File: config.mk
export PLATFORM = sky130hd
export DESIGN_NAME = pio_ports
export DESIGN_NICKNAME = d
export VERILOG_FILES = /design/src/hdl/pio_pkg.sv /design/src/hdl/pio_ports.sv /design/src/hdl/pio_seq.sv
export SDC_FILE = /design/constraint.sdc
export NUM_CORES = 1
export LEC_CHECK = 0
export ABC_CLOCK_PERIOD_IN_PS = 3200
export BUFFER_PORTS_ARGS = -buffer_cell sky130_fd_sc_hd__clkbuf_2
export CAP_MARGIN = 20
export CORE_ASPECT_RATIO = 1.5
export CORE_MARGIN = 2
export CORE_UTILIZATION = 28
export CTS_CLUSTER_SIZE = 25
export DETAILED_ROUTE_END_ITERATION = 16
export GPL_ROUTABILITY_DRIVEN = 0
export GPL_TIMING_DRIVEN = 0
export PLACE_DENSITY = 0.53
export RECOVER_POWER = 100
export SLEW_MARGIN = 5
export SYNTH_ARGS = -nofsm -noshare
export SYNTH_HDL_FRONTEND = slang
export SYNTH_HIERARCHICAL = 1
export SYNTH_SLANG_ARGS = --single-unit
File: constraint.sdc
create_clock -name REF_CLK -period 3.2 [get_ports REF_CLK]
set_input_delay 0.16 -clock REF_CLK [delete_from_list [all_inputs] [get_ports REF_CLK]]
set_output_delay 0.16 -clock REF_CLK [all_outputs]
set_load 0.05 [all_outputs]
File: src/hdl/pio_pkg.sv
// constants and types shared by the port block and its cycle sequencer
`default_nettype none
package pio_pkg;
   // ----------------------------------------------------------------
   // instruction cycle timing
   // ----------------------------------------------------------------
   localparam int unsigned POS_W = 3;
   localparam logic [POS_W-1:0] POS_LAST = 3'h7;
   localparam logic [POS_W-1:0] POS_SAMPLE = 3'h4;
   localparam logic [POS_W-1:0] POS_DRIVE = 3'h6;
   localparam int unsigned CLK_PER_STATE_LOG2 = 1;

   typedef enum logic [1:0] {
      PIO_STATE_ONE = 2'b00,
      PIO_STATE_TWO = 2'b01,
      PIO_STATE_THREE = 2'b10,
      PIO_STATE_FOUR = 2'b11
   } pio_state_t;

   // ----------------------------------------------------------------
   // instruction kinds and lengths
   // ----------------------------------------------------------------
   typedef enum logic [1:0] {
      PIO_OP_OTHER = 2'b00,
      PIO_OP_INPUT = 2'b01,
      PIO_OP_OUTPUT = 2'b10
   } pio_op_t;

   localparam logic [1:0] LEN_MIN = 2'h1;
   localparam logic [1:0] LEN_IO = 2'h2;
   localparam logic [1:0] IO_ACT_CYCLE = 2'h1;

   // ----------------------------------------------------------------
   // port addresses and layout
   // ----------------------------------------------------------------
   localparam int unsigned NPORT = 15;
   localparam int unsigned PW = 4;
   localparam logic [3:0] ADDR_KEY = 4'h0;
   localparam logic [3:0] ADDR_OUT_A = 4'h1;
   localparam logic [3:0] ADDR_OUT_B = 4'h2;
   localparam logic [3:0] ADDR_OUT_C = 4'h3;
   localparam logic [3:0] ADDR_OUT_D = 4'h4;
   localparam logic [3:0] ADDR_ANALOG_A = 4'h5;
   localparam logic [3:0] ADDR_ANALOG_B = 4'h6;
   localparam logic [3:0] ADDR_PLAIN = 4'h7;
   localparam logic [3:0] ADDR_RESON = 4'h8;
   localparam logic [3:0] ADDR_INTR = 4'h9;
   localparam logic [3:0] ADDR_SERIAL = 4'ha;
   localparam logic [3:0] ADDR_GEN_A = 4'hb;
   localparam logic [3:0] ADDR_GEN_B = 4'hc;
   localparam logic [3:0] ADDR_GEN_C = 4'hd;
   localparam logic [3:0] ADDR_LAST = 4'hd;
   localparam logic [3:0] SERIAL_MASK = 4'h7;
   localparam logic [3:0] RESON_OSC_MASK = 4'hc;
   localparam logic [3:0] LATCH_RST = 4'hf;
   localparam logic [3:0] NIB_ZERO = 4'h0;
endpackage : pio_pkg
`default_nettype wire

File: src/hdl/pio_ports.sv
// parallel port block timed by the instruction cycle sequencer
`default_nettype none
module pio_ports
   import pio_pkg::*;
(
   input wire logic REF_CLK,
   input wire logic SYS_RST,
   input wire logic DUAL_CLK_MODE,
   input wire logic INSN_REQ,
   input wire logic [1:0] INSN_OP,
   input wire logic [1:0] INSN_LEN,
   input wire logic [3:0] INSN_ADDR,
   input wire logic [3:0] INSN_WDATA,
   output logic INSN_READY,
   output logic INSN_DONE,
   output logic [3:0] INSN_RDATA,
   output logic [1:0] CYCLE_STATE,
   input wire logic [3:0] KEY_INPUT_PORT,
   output logic [3:0] OUT_PORT_A,
   output logic [3:0] OUT_PORT_B,
   output logic [3:0] OUT_PORT_C,
   output logic [3:0] OUT_PORT_D,
   input wire logic [3:0] ANALOG_SHARED_PORT_A_IN,
   output logic [3:0] ANALOG_SHARED_PORT_A_OUT,
   output logic [3:0] ANALOG_SHARED_PORT_A_OE,
   input wire logic [3:0] ANALOG_SHARED_PORT_B_IN,
   output logic [3:0] ANALOG_SHARED_PORT_B_OUT,
   output logic [3:0] ANALOG_SHARED_PORT_B_OE,
   input wire logic [3:0] PLAIN_BIDIR_PORT_IN,
   output logic [3:0] PLAIN_BIDIR_PORT_OUT,
   output logic [3:0] PLAIN_BIDIR_PORT_OE,
   input wire logic [3:0] RESONATOR_SHARED_PORT_IN,
   output logic [3:0] RESONATOR_SHARED_PORT_OUT,
   output logic [3:0] RESONATOR_SHARED_PORT_OE,
   input wire logic [3:0] INTERRUPT_SHARED_PORT_IN,
   output logic [3:0] INTERRUPT_SHARED_PORT_OUT,
   output logic [3:0] INTERRUPT_SHARED_PORT_OE,
   input wire logic [2:0] SERIAL_SHARED_PORT_IN,
   output logic [2:0] SERIAL_SHARED_PORT_OUT,
   output logic [2:0] SERIAL_SHARED_PORT_OE,
   input wire logic [3:0] GENERAL_PORT_A_IN,
   output logic [3:0] GENERAL_PORT_A_OUT,
   output logic [3:0] GENERAL_PORT_A_OE,
   input wire logic [3:0] GENERAL_PORT_B_IN,
   output logic [3:0] GENERAL_PORT_B_OUT,
   output logic [3:0] GENERAL_PORT_B_OE,
   input wire logic [3:0] GENERAL_PORT_C_IN,
   output logic [3:0] GENERAL_PORT_C_OUT,
   output logic [3:0] GENERAL_PORT_C_OE
);
   // ----------------------------------------------------------------
   // helpers
   // ----------------------------------------------------------------
   function automatic logic is_out_only(input logic [3:0] a);
      is_out_only = (a >= ADDR_OUT_A) && (a <= ADDR_OUT_D);
   endfunction : is_out_only

   function automatic logic is_writable(input logic [3:0] a);
      is_writable = (a != ADDR_KEY) && (a <= ADDR_LAST);
   endfunction : is_writable

   typedef struct packed {
      logic [NPORT-1:0][PW-1:0] s1;
      logic [NPORT-1:0][PW-1:0] s2;
      logic [NPORT-1:0][PW-1:0] lat;
      logic busy;
      logic [1:0] len;
      logic [1:0] cyc;
      pio_op_t op;
      logic [3:0] addr;
      logic [3:0] wdata;
      logic [3:0] rdata;
      logic done;
   } pio_core_t;

   pio_core_t q, d;
   logic [POS_W-1:0] pos;
   pio_state_t state;
   logic cycle_end;
   logic [NPORT-1:0][PW-1:0] pin_raw;
   logic [3:0] osc_mask;
   logic last_cycle;

   // ----------------------------------------------------------------
   // cycle sequencer
   // ----------------------------------------------------------------
   pio_seq u_seq (
      .clk(REF_CLK),
      .rst(SYS_RST),
      .pos(pos),
      .state(state),
      .cycle_end(cycle_end)
   );

   // ----------------------------------------------------------------
   // pin gathering; output-only slots carry no pins
   // ----------------------------------------------------------------
   always_comb begin
      pin_raw = '0;
      pin_raw[ADDR_KEY] = KEY_INPUT_PORT;
      pin_raw[ADDR_ANALOG_A] = ANALOG_SHARED_PORT_A_IN;
      pin_raw[ADDR_ANALOG_B] = ANALOG_SHARED_PORT_B_IN;
      pin_raw[ADDR_PLAIN] = PLAIN_BIDIR_PORT_IN;
      pin_raw[ADDR_RESON] = RESONATOR_SHARED_PORT_IN;
      pin_raw[ADDR_INTR] = INTERRUPT_SHARED_PORT_IN;
      pin_raw[ADDR_SERIAL] = {1'b0, SERIAL_SHARED_PORT_IN};
      pin_raw[ADDR_GEN_A] = GENERAL_PORT_A_IN;
      pin_raw[ADDR_GEN_B] = GENERAL_PORT_B_IN;
      pin_raw[ADDR_GEN_C] = GENERAL_PORT_C_IN;
   end

   // oscillator pins leave port duty only in dual-clock mode
   assign osc_mask = DUAL_CLK_MODE ? RESON_OSC_MASK : NIB_ZERO;
   assign last_cycle = (q.cyc == (q.len - 2'h1));

   // ----------------------------------------------------------------
   // instruction execution
   // ----------------------------------------------------------------
   always_comb begin
      d = q;
      d.s1 = pin_raw;
      d.s2 = q.s1;
      d.done = 1'b0;
      if (q.busy) begin
         // sample once, at the opening clock of the third state
         if (q.op == PIO_OP_INPUT && q.cyc == IO_ACT_CYCLE && pos == POS_SAMPLE) begin
            if (is_out_only(q.addr)) begin
               d.rdata = q.lat[q.addr];
            end else if (q.addr == ADDR_RESON) begin
               d.rdata = q.s2[q.addr] & ~osc_mask;
            end else if (q.addr <= ADDR_LAST) begin
               d.rdata = q.s2[q.addr]; // no filtering, software must debounce
            end else begin
               d.rdata = NIB_ZERO;
            end
         end
         if (q.op == PIO_OP_OUTPUT && q.cyc == IO_ACT_CYCLE && pos == POS_DRIVE
             && is_writable(q.addr)) begin
            d.lat[q.addr] = (q.addr == ADDR_SERIAL) ? (q.wdata & SERIAL_MASK) : q.wdata;
         end
         if (cycle_end) begin
            d.cyc = q.cyc + 2'h1;
            if (last_cycle) begin
               d.busy = 1'b0;
               d.done = 1'b1;
            end
         end
      end
      // a new instruction always opens at the first state of a cycle
      if (INSN_READY && INSN_REQ) begin
         d.busy = 1'b1;
         d.cyc = 2'h0;
         d.op = pio_op_t'(INSN_OP);
         d.addr = INSN_ADDR;
         d.wdata = INSN_WDATA;
         if (INSN_OP == PIO_OP_INPUT || INSN_OP == PIO_OP_OUTPUT) begin
            d.len = LEN_IO;
         end else if (INSN_LEN == 2'h0) begin
            d.len = LEN_MIN; // zero length is clamped up
         end else begin
            d.len = INSN_LEN;
         end
      end
   end

   always_ff @(posedge REF_CLK) begin
      if (SYS_RST) begin
         q.s1 <= '0;
         q.s2 <= '0;
         q.lat <= {NPORT{LATCH_RST}};
         q.busy <= 1'b0;
         q.len <= LEN_MIN;
         q.cyc <= 2'h0;
         q.op <= PIO_OP_OTHER;
         q.addr <= NIB_ZERO;
         q.wdata <= NIB_ZERO;
         q.rdata <= NIB_ZERO;
         q.done <= 1'b0;
      end else begin
         q <= d; // latches change only on an output write
      end
   end

   // ----------------------------------------------------------------
   // outputs
   // ----------------------------------------------------------------
   assign INSN_READY = cycle_end && (!q.busy || last_cycle);
   assign INSN_DONE = q.done;
   assign INSN_RDATA = q.rdata;
   assign CYCLE_STATE = state;

   assign OUT_PORT_A = q.lat[ADDR_OUT_A];
   assign OUT_PORT_B = q.lat[ADDR_OUT_B];
   assign OUT_PORT_C = q.lat[ADDR_OUT_C];
   assign OUT_PORT_D = q.lat[ADDR_OUT_D];

   // open-drain style: a latched zero pulls low (not on the oscillator pins in dual-clock mode), a one releases for input
   assign ANALOG_SHARED_PORT_A_OUT = q.lat[ADDR_ANALOG_A];
   assign ANALOG_SHARED_PORT_A_OE = ~q.lat[ADDR_ANALOG_A];
   assign ANALOG_SHARED_PORT_B_OUT = q.lat[ADDR_ANALOG_B];
   assign ANALOG_SHARED_PORT_B_OE = ~q.lat[ADDR_ANALOG_B];
   assign PLAIN_BIDIR_PORT_OUT = q.lat[ADDR_PLAIN];
   assign PLAIN_BIDIR_PORT_OE = ~q.lat[ADDR_PLAIN];
   assign RESONATOR_SHARED_PORT_OUT = q.lat[ADDR_RESON];
   assign RESONATOR_SHARED_PORT_OE = ~q.lat[ADDR_RESON] & ~osc_mask;
   assign INTERRUPT_SHARED_PORT_OUT = q.lat[ADDR_INTR];
   assign INTERRUPT_SHARED_PORT_OE = ~q.lat[ADDR_INTR];
   assign SERIAL_SHARED_PORT_OUT = q.lat[ADDR_SERIAL][2:0];
   assign SERIAL_SHARED_PORT_OE = ~q.lat[ADDR_SERIAL][2:0];
   assign GENERAL_PORT_A_OUT = q.lat[ADDR_GEN_A];
   assign GENERAL_PORT_A_OE = ~q.lat[ADDR_GEN_A];
   assign GENERAL_PORT_B_OUT = q.lat[ADDR_GEN_B];
   assign GENERAL_PORT_B_OE = ~q.lat[ADDR_GEN_B];
   assign GENERAL_PORT_C_OUT = q.lat[ADDR_GEN_C];
   assign GENERAL_PORT_C_OE = ~q.lat[ADDR_GEN_C];
endmodule : pio_ports
`default_nettype wire

File: src/hdl/pio_seq.sv
// instruction cycle sequencer: four states of two basic clocks each
`default_nettype none
module pio_seq
   import pio_pkg::*;
(
   input wire logic clk,
   input wire logic rst,
   output logic [POS_W-1:0] pos,
   output pio_state_t state,
   output logic cycle_end
);
   typedef struct packed {
      logic [POS_W-1:0] pos;
   } pio_seq_st_t;

   pio_seq_st_t q, d;

   // ----------------------------------------------------------------
   // free running position inside the cycle
   // ----------------------------------------------------------------
   always_comb begin
      d = q;
      d.pos = q.pos + 3'h1; // wraps after eight clocks
   end

   always_ff @(posedge clk) begin
      if (rst) begin
         q.pos <= 3'h0;
      end else begin
         q <= d;
      end
   end

   assign pos = q.pos;
   assign state = pio_state_t'(q.pos[POS_W-1:CLK_PER_STATE_LOG2]);
   assign cycle_end = (q.pos == POS_LAST);
endmodule : pio_seq
`default_nettype wire

# Word level (Yosys, flattened, before mapping)
# Index checks and enable logic that the tools add are counted.
[word_totals] regBits=183 word_cells=124 in_bits=55 out_inout_bits=94
[op_classes] bitwise=14 reduce_logical=20 order_cmp=5 eq_ne=11 add_sub_neg=3 muxes=21
[op_table] cell="$bwmux W60" n=1
[op_table] cell="$not A4 Y4" n=9
[op_table] cell="$bmux W4 S4" n=2
[op_table] cell="$mux W4" n=8
[op_table] cell="$demux W4 S4" n=1
[op_table] cell="$mux W15" n=1
[op_table] cell="$logic_and A1 B1 Y1" n=10
[op_table] cell="$eq A3 B3 Y1 const B" n=3
[op_table] cell="$and A4 B4 Y4" n=2
[op_table] cell="$eq A4 B4 Y1 const B" n=2
[op_table] cell="$ge A4 B1 Y1 const B" n=2
[op_table] cell="$mux W2" n=4
[op_table] cell="$eq A2 B1 Y1 const B" n=3
[op_table] cell="$reduce_and A2 Y1" n=3
[op_table] cell="$lt A4 B5 Y1 const B" n=1
[op_table] cell="$eq A2 B2 Y1 const B" n=2
[op_table] cell="$le A4 B3 Y1 const B" n=1
[op_table] cell="$le A4 B4 Y1 const B" n=1
[op_table] cell="$mux W1" n=4
[op_table] cell="$reduce_bool A4 Y1" n=1
[op_table] cell="$add A3 B1 Y3 const B" n=1
[op_table] cell="$not A3 Y3" n=1
[op_table] cell="$reduce_or A3 Y1" n=1
[op_table] cell="$add A2 B1 Y2 const B" n=1
[op_table] cell="7 further kinds" n=9

# Depth between registers and ports, before layout
[depth] ltp_word=6 mapped_depth=8

# Cells and area by module
# Netlist, hierarchy kept.
[by_module_without_submodules] module="pio_ports" instances=1 cells_per_inst=609 seq_area_each_um2=2982.9 area_each_um2=5925.7
[by_module_without_submodules] module="pio_seq" instances=1 cells_per_inst=10 seq_area_each_um2=60.1 area_each_um2=116.4

# Least setup slack after synthesis
# OpenSTA, ideal clock, no wires.
[synth_path] path_type="register to output" start="register, netlist name u_seq/pos[1]" end="output port INSN_READY" path_buffers=0 slack_ns=1.556 arrival_ns=1.484 stages_incl_launch_ff=5 path_cell_list="dfxtp_1 ha_1 ha_1 inv_1 a21oi_1"
[synth_via] elab_chain_cells=2
[synth_rtl] item="$eq A3 B3 Y1" line="pio_seq.sv:36" text="assign cycle_end = (q.pos == POS_LAST);"
[synth_rtl] item="net cycle_end" line="pio_ports.sv:79" text="logic cycle_end;"
[synth_rtl] item="$logic_and A1 B1 Y1" line="pio_ports.sv:187" text="assign INSN_READY = cycle_end && (!q.busy || last_cycle);"
[synth_rtl] item="end: declaration" line="pio_ports.sv:14" text="output logic INSN_READY,"
# The timed path passes the listed nets, and every way through them passes these cells.

# Final worst setup path
[layout_path] start="register, netlist name u_seq/pos[1]" end="register q[11] in the netlist's numbering"
[layout_via] elab_chain_cells=3
[layout_rtl] item="$eq A3 B3 Y1" line="pio_seq.sv:36"
[layout_rtl] item="net cycle_end" line="pio_ports.sv:79"
[layout_rtl] item="$logic_and A1 B1 Y1" line="pio_ports.sv:187"
[layout_rtl] item="$logic_and A1 B1 Y1" line="pio_ports.sv:150" text="if (INSN_READY && INSN_REQ) begin"
[layout_rtl] item="end: declaration" line="pio_ports.sv:76" text="pio_core_t q, d;"
# The timed path passes the listed nets, and every way through them passes these cells.
# A chain may end at the register's enable or synchronous reset.

==> flow_summary_export.csv <==
group,metric,value,unit
outcome,outcome,"finished with violations",
outcome,violations,"hold timing",
floorplanning,rows,65,
cts,cts_buffer_depth,2,
drt,drtIter0Drc,183,
synth,post_synth_and_or_nand_nor_area_fraction,18.0,%
synth,ys.warnings.count,6,
sta,maxSlewHeadroom,21.0,%
drt,route.detailed.drc,0,
sta,hold_violations,1,
global_routing,grt_pass1_vias,4472,
layout,stdcell_count,1112,
worst_setup_path,critPathLaunch,"u_seq/pos[1]",
worst_setup_path,reg2regPathDepth,7,
floorplanning,dieWidth,124,µm
cts,clkSinkCount,152,
sta,layout_setup_ws,0.798,ns
synth,syn_avg_cell_area,9.76,µm²
synth,synth.area.mux_share,5.74,%
placement,place.port_buffers,148,
floorplanning,io_pins,149,
synth,ys.flop_type,"dfxtp_1",
synth,synthXorXnorAreaFrac,0.435,%
layout,diodes,0,
synth,synth_compound_area_share,11.6,%
sta,final_max_slew_viol_count,0,
sta,fin_crit_sh,75.1,%
cts,clk_pin_slew,0.07,ns
synth,synth_top_cell_area_share,50.4,%
global_routing,antenna_found_initial,0,
worst_setup_path,endpoint,"q[11]",
synth,synth_edf_count,0,
cts,postCtsHoldBufs,45,
synth,synth_nets,677,
worst_setup_path,crit-reg2reg-launch,"u_seq/pos[1]",
synth,yosysSeqAreaShare,50.4,%
sta,max_slew.worst_pin.slew,1.19,ns
drt,ant_nets,0,
synth,synth-adder-area-share,0.621,%
hold_path,hold_class,"in2reg",
drt,num_vias,4723,
worst_setup_path,critPathArrivalTime,2.70,ns
worst_setup_path,timing.rr.end,"q[11]",
sta,rsz0062_at_grt,"no",
synth,async_flop_share,0,%
cts,post-cts-setup-buffers,0,
layout,area_delta_synth_final,32.7,%
cts,numCtsBuffers,17,
floorplanning,dieArea,0.0228,mm²
global_routing,grt_use_total,14.1,%
placement,placed_cells,1035,
worst_setup_path,endpoint_kind,"flip-flop",
sta,setup-violations-final,0,
global_routing,grt_overflow,0,
drt,first_pass_iters,5,
layout,final_common_cell,"dfxtp_1",
worst_setup_path,crit_required,3.49,ns
pwr,leakagePower,0.00344,µW
pwr,p_total,4270,µW
run,cap_violations,0,
global_routing,grt_max_degree,17,
placement,hpwl,11.9,mm
layout,finalNetCount,889,
sta,skew,0.0184,ns
worst_setup_path,r2r_setup_slack,0.80,ns
drt,avgRoutedWirePerCell,14.2,µm
synth,synth-seq-cells,152,
cts,htreeDepth,4,
synth,synthesis.area,0.00604,mm²
cts,cts-resized-gates,0,
cts,cts-root-buf,"clkbuf_16",
pwr,peakVddDrop,0.000349,V
layout,drive_above_1_share,19.7,%
floorplanning,die_y,184,µm
sta,tns,0,ns
drt,via_per_inst,4.25,
layout,final_cell_mix,"152 x dfxtp_1, 121 x clkbuf_1, 84 x nor2b_1",
pwr,cellPowerDensity,533,mW/mm²
floorplanning,initial_core_util,28.6,%
synth,yosysUniqueCellTypes,59,
drt,wl,15.8,mm
sta,min_period,2.40,ns
sta,clock.fmax,0.416,GHz
synth,synth_top_cell_by_area,"dfxtp_1",
worst_setup_path,crit_path_max_fanout,10,
synth,synth_top_family_by_area,"simple AND/OR/NAND/NOR gates",
synth,ys_top_cells_by_area,"dfxtp_1 50%, nor2b_1 8.7%, buf_4 7.7%",
sta,holdWs,-0.00273,ns
synth,syn_inst,619,
cts,cts_tree,"yes",
global_routing,grt_pass1_wl,23.7,mm
placement,dp_slack,1.28,ns
floorplanning,core_area,0.0211,mm²
worst_setup_path,path_class,"reg2reg",
cts,clock_latency,0.43,ns
worst_setup_path,cp-start-kind,"flip-flop",
## cell families (layout without fill, tap and decap cells)
| family | count (synthesis) | in the layout |
|---|---|---|
| mux | 30 | 30 |
| simple gates | 201 | 201 |
| buf+inv | 136 | 361 |
| xor+xnor | 3 | 3 |
| flops | 152 | 152 |
| compound gates | 94 | 94 |
| fa+ha+maj | 3 | 3 |
## routing by layer
metal,vias to the layer above,GRT usage [%],wire length (µm)
met5,-,0,0
met2,144,25.3,8320
met4,0,8.27,687
li1,2429,-,-
met1,2117,15.1,6090
met3,33,2.39,706
## synth_stat cells, drive strengths merged, types with 6 or more instances
cell,instances
o211ai,33
nor2b,84
nand2,53
nor2,33
a21oi,16
inv,43
dfxtp,152
clkbuf,21
a211o,11
mux2i,23
nand3,6
buf,71
o21ai,9
## state kept, by name, summed over array words and instances, names as in the netlist
register / cells
q: 54
d: 39
ANALOG_SHARED_PORT_A_OUT: 4
ANALOG_SHARED_PORT_B_OUT: 4
GENERAL_PORT_A_OUT: 4
GENERAL_PORT_B_OUT: 4
GENERAL_PORT_C_OUT: 4
INSN_RDATA: 4
INTERRUPT_SHARED_PORT_OUT: 4
OUT_PORT_A: 4
OUT_PORT_B: 4
OUT_PORT_C: 4
OUT_PORT_D: 4
PLAIN_BIDIR_PORT_OUT: 4
RESONATOR_SHARED_PORT_OUT: 4
SERIAL_SHARED_PORT_OUT: 3
u_seq/pos: 3
INSN_DONE: 1
## area by class of cell
class / count / area, µm²
plain buffers: 92 / 609
inverters: 44 / 165
repair buffers: 193 / 1070
multi-input cells: 331 / 2160
clock buffers: 17 / 425
well taps: 268 / 335
flip-flops and latches: 152 / 3040
fillers: 2237 / 13100
clock inverters: 15 / 204
## worst max-delay path: stages, from the launching register on
cell	delay, ns
dfxtp_1	0.43
ha_1	0.19
ha_1	0.18
nand2_1	0.08
a21oi_1	0.90
buf_8	0.24
mux2i_1	0.19
nor2_1	0.06
## metrics by stage
stage               hold WS [ns]  util (%)  instance area [µm²]
floorplan                  0.232         -                 6040
global route             0.00584      37.9                 8020
finish                  -0.00273      37.9                 8020
detailed placement         0.376      33.7                 7120
global placement           0.375      33.7                 7120
CTS                      0.00602      38.8                 8200
## where the power goes
part	switching [µW]	leakage (µW)	internal, µW	total, µW
Combinational	83.5	0.00189	101	185
Sequential	14.5	0.00124	1940	1950
Clock	872	0.000307	1260	2130
## worst min path at each step
stage                                           start           end  slack (ns)  cells after the start
after floorplan                               SYS_RST  u_seq/pos[1]        0.23                      1
after global placement    RESONATOR_SHARED_PORT_IN[0]        d[112]        0.38                      2
after detailed placement         GENERAL_PORT_B_IN[3]        d[131]        0.38                      2
after CTS                                INSN_ADDR[3]         q[12]       0.006                      3
after global routing                         INSN_REQ         q[19]       0.006                      3
final                                        INSN_REQ         q[19]      -0.003                      3
Note: power is estimated with default switching activity, not from simulation.
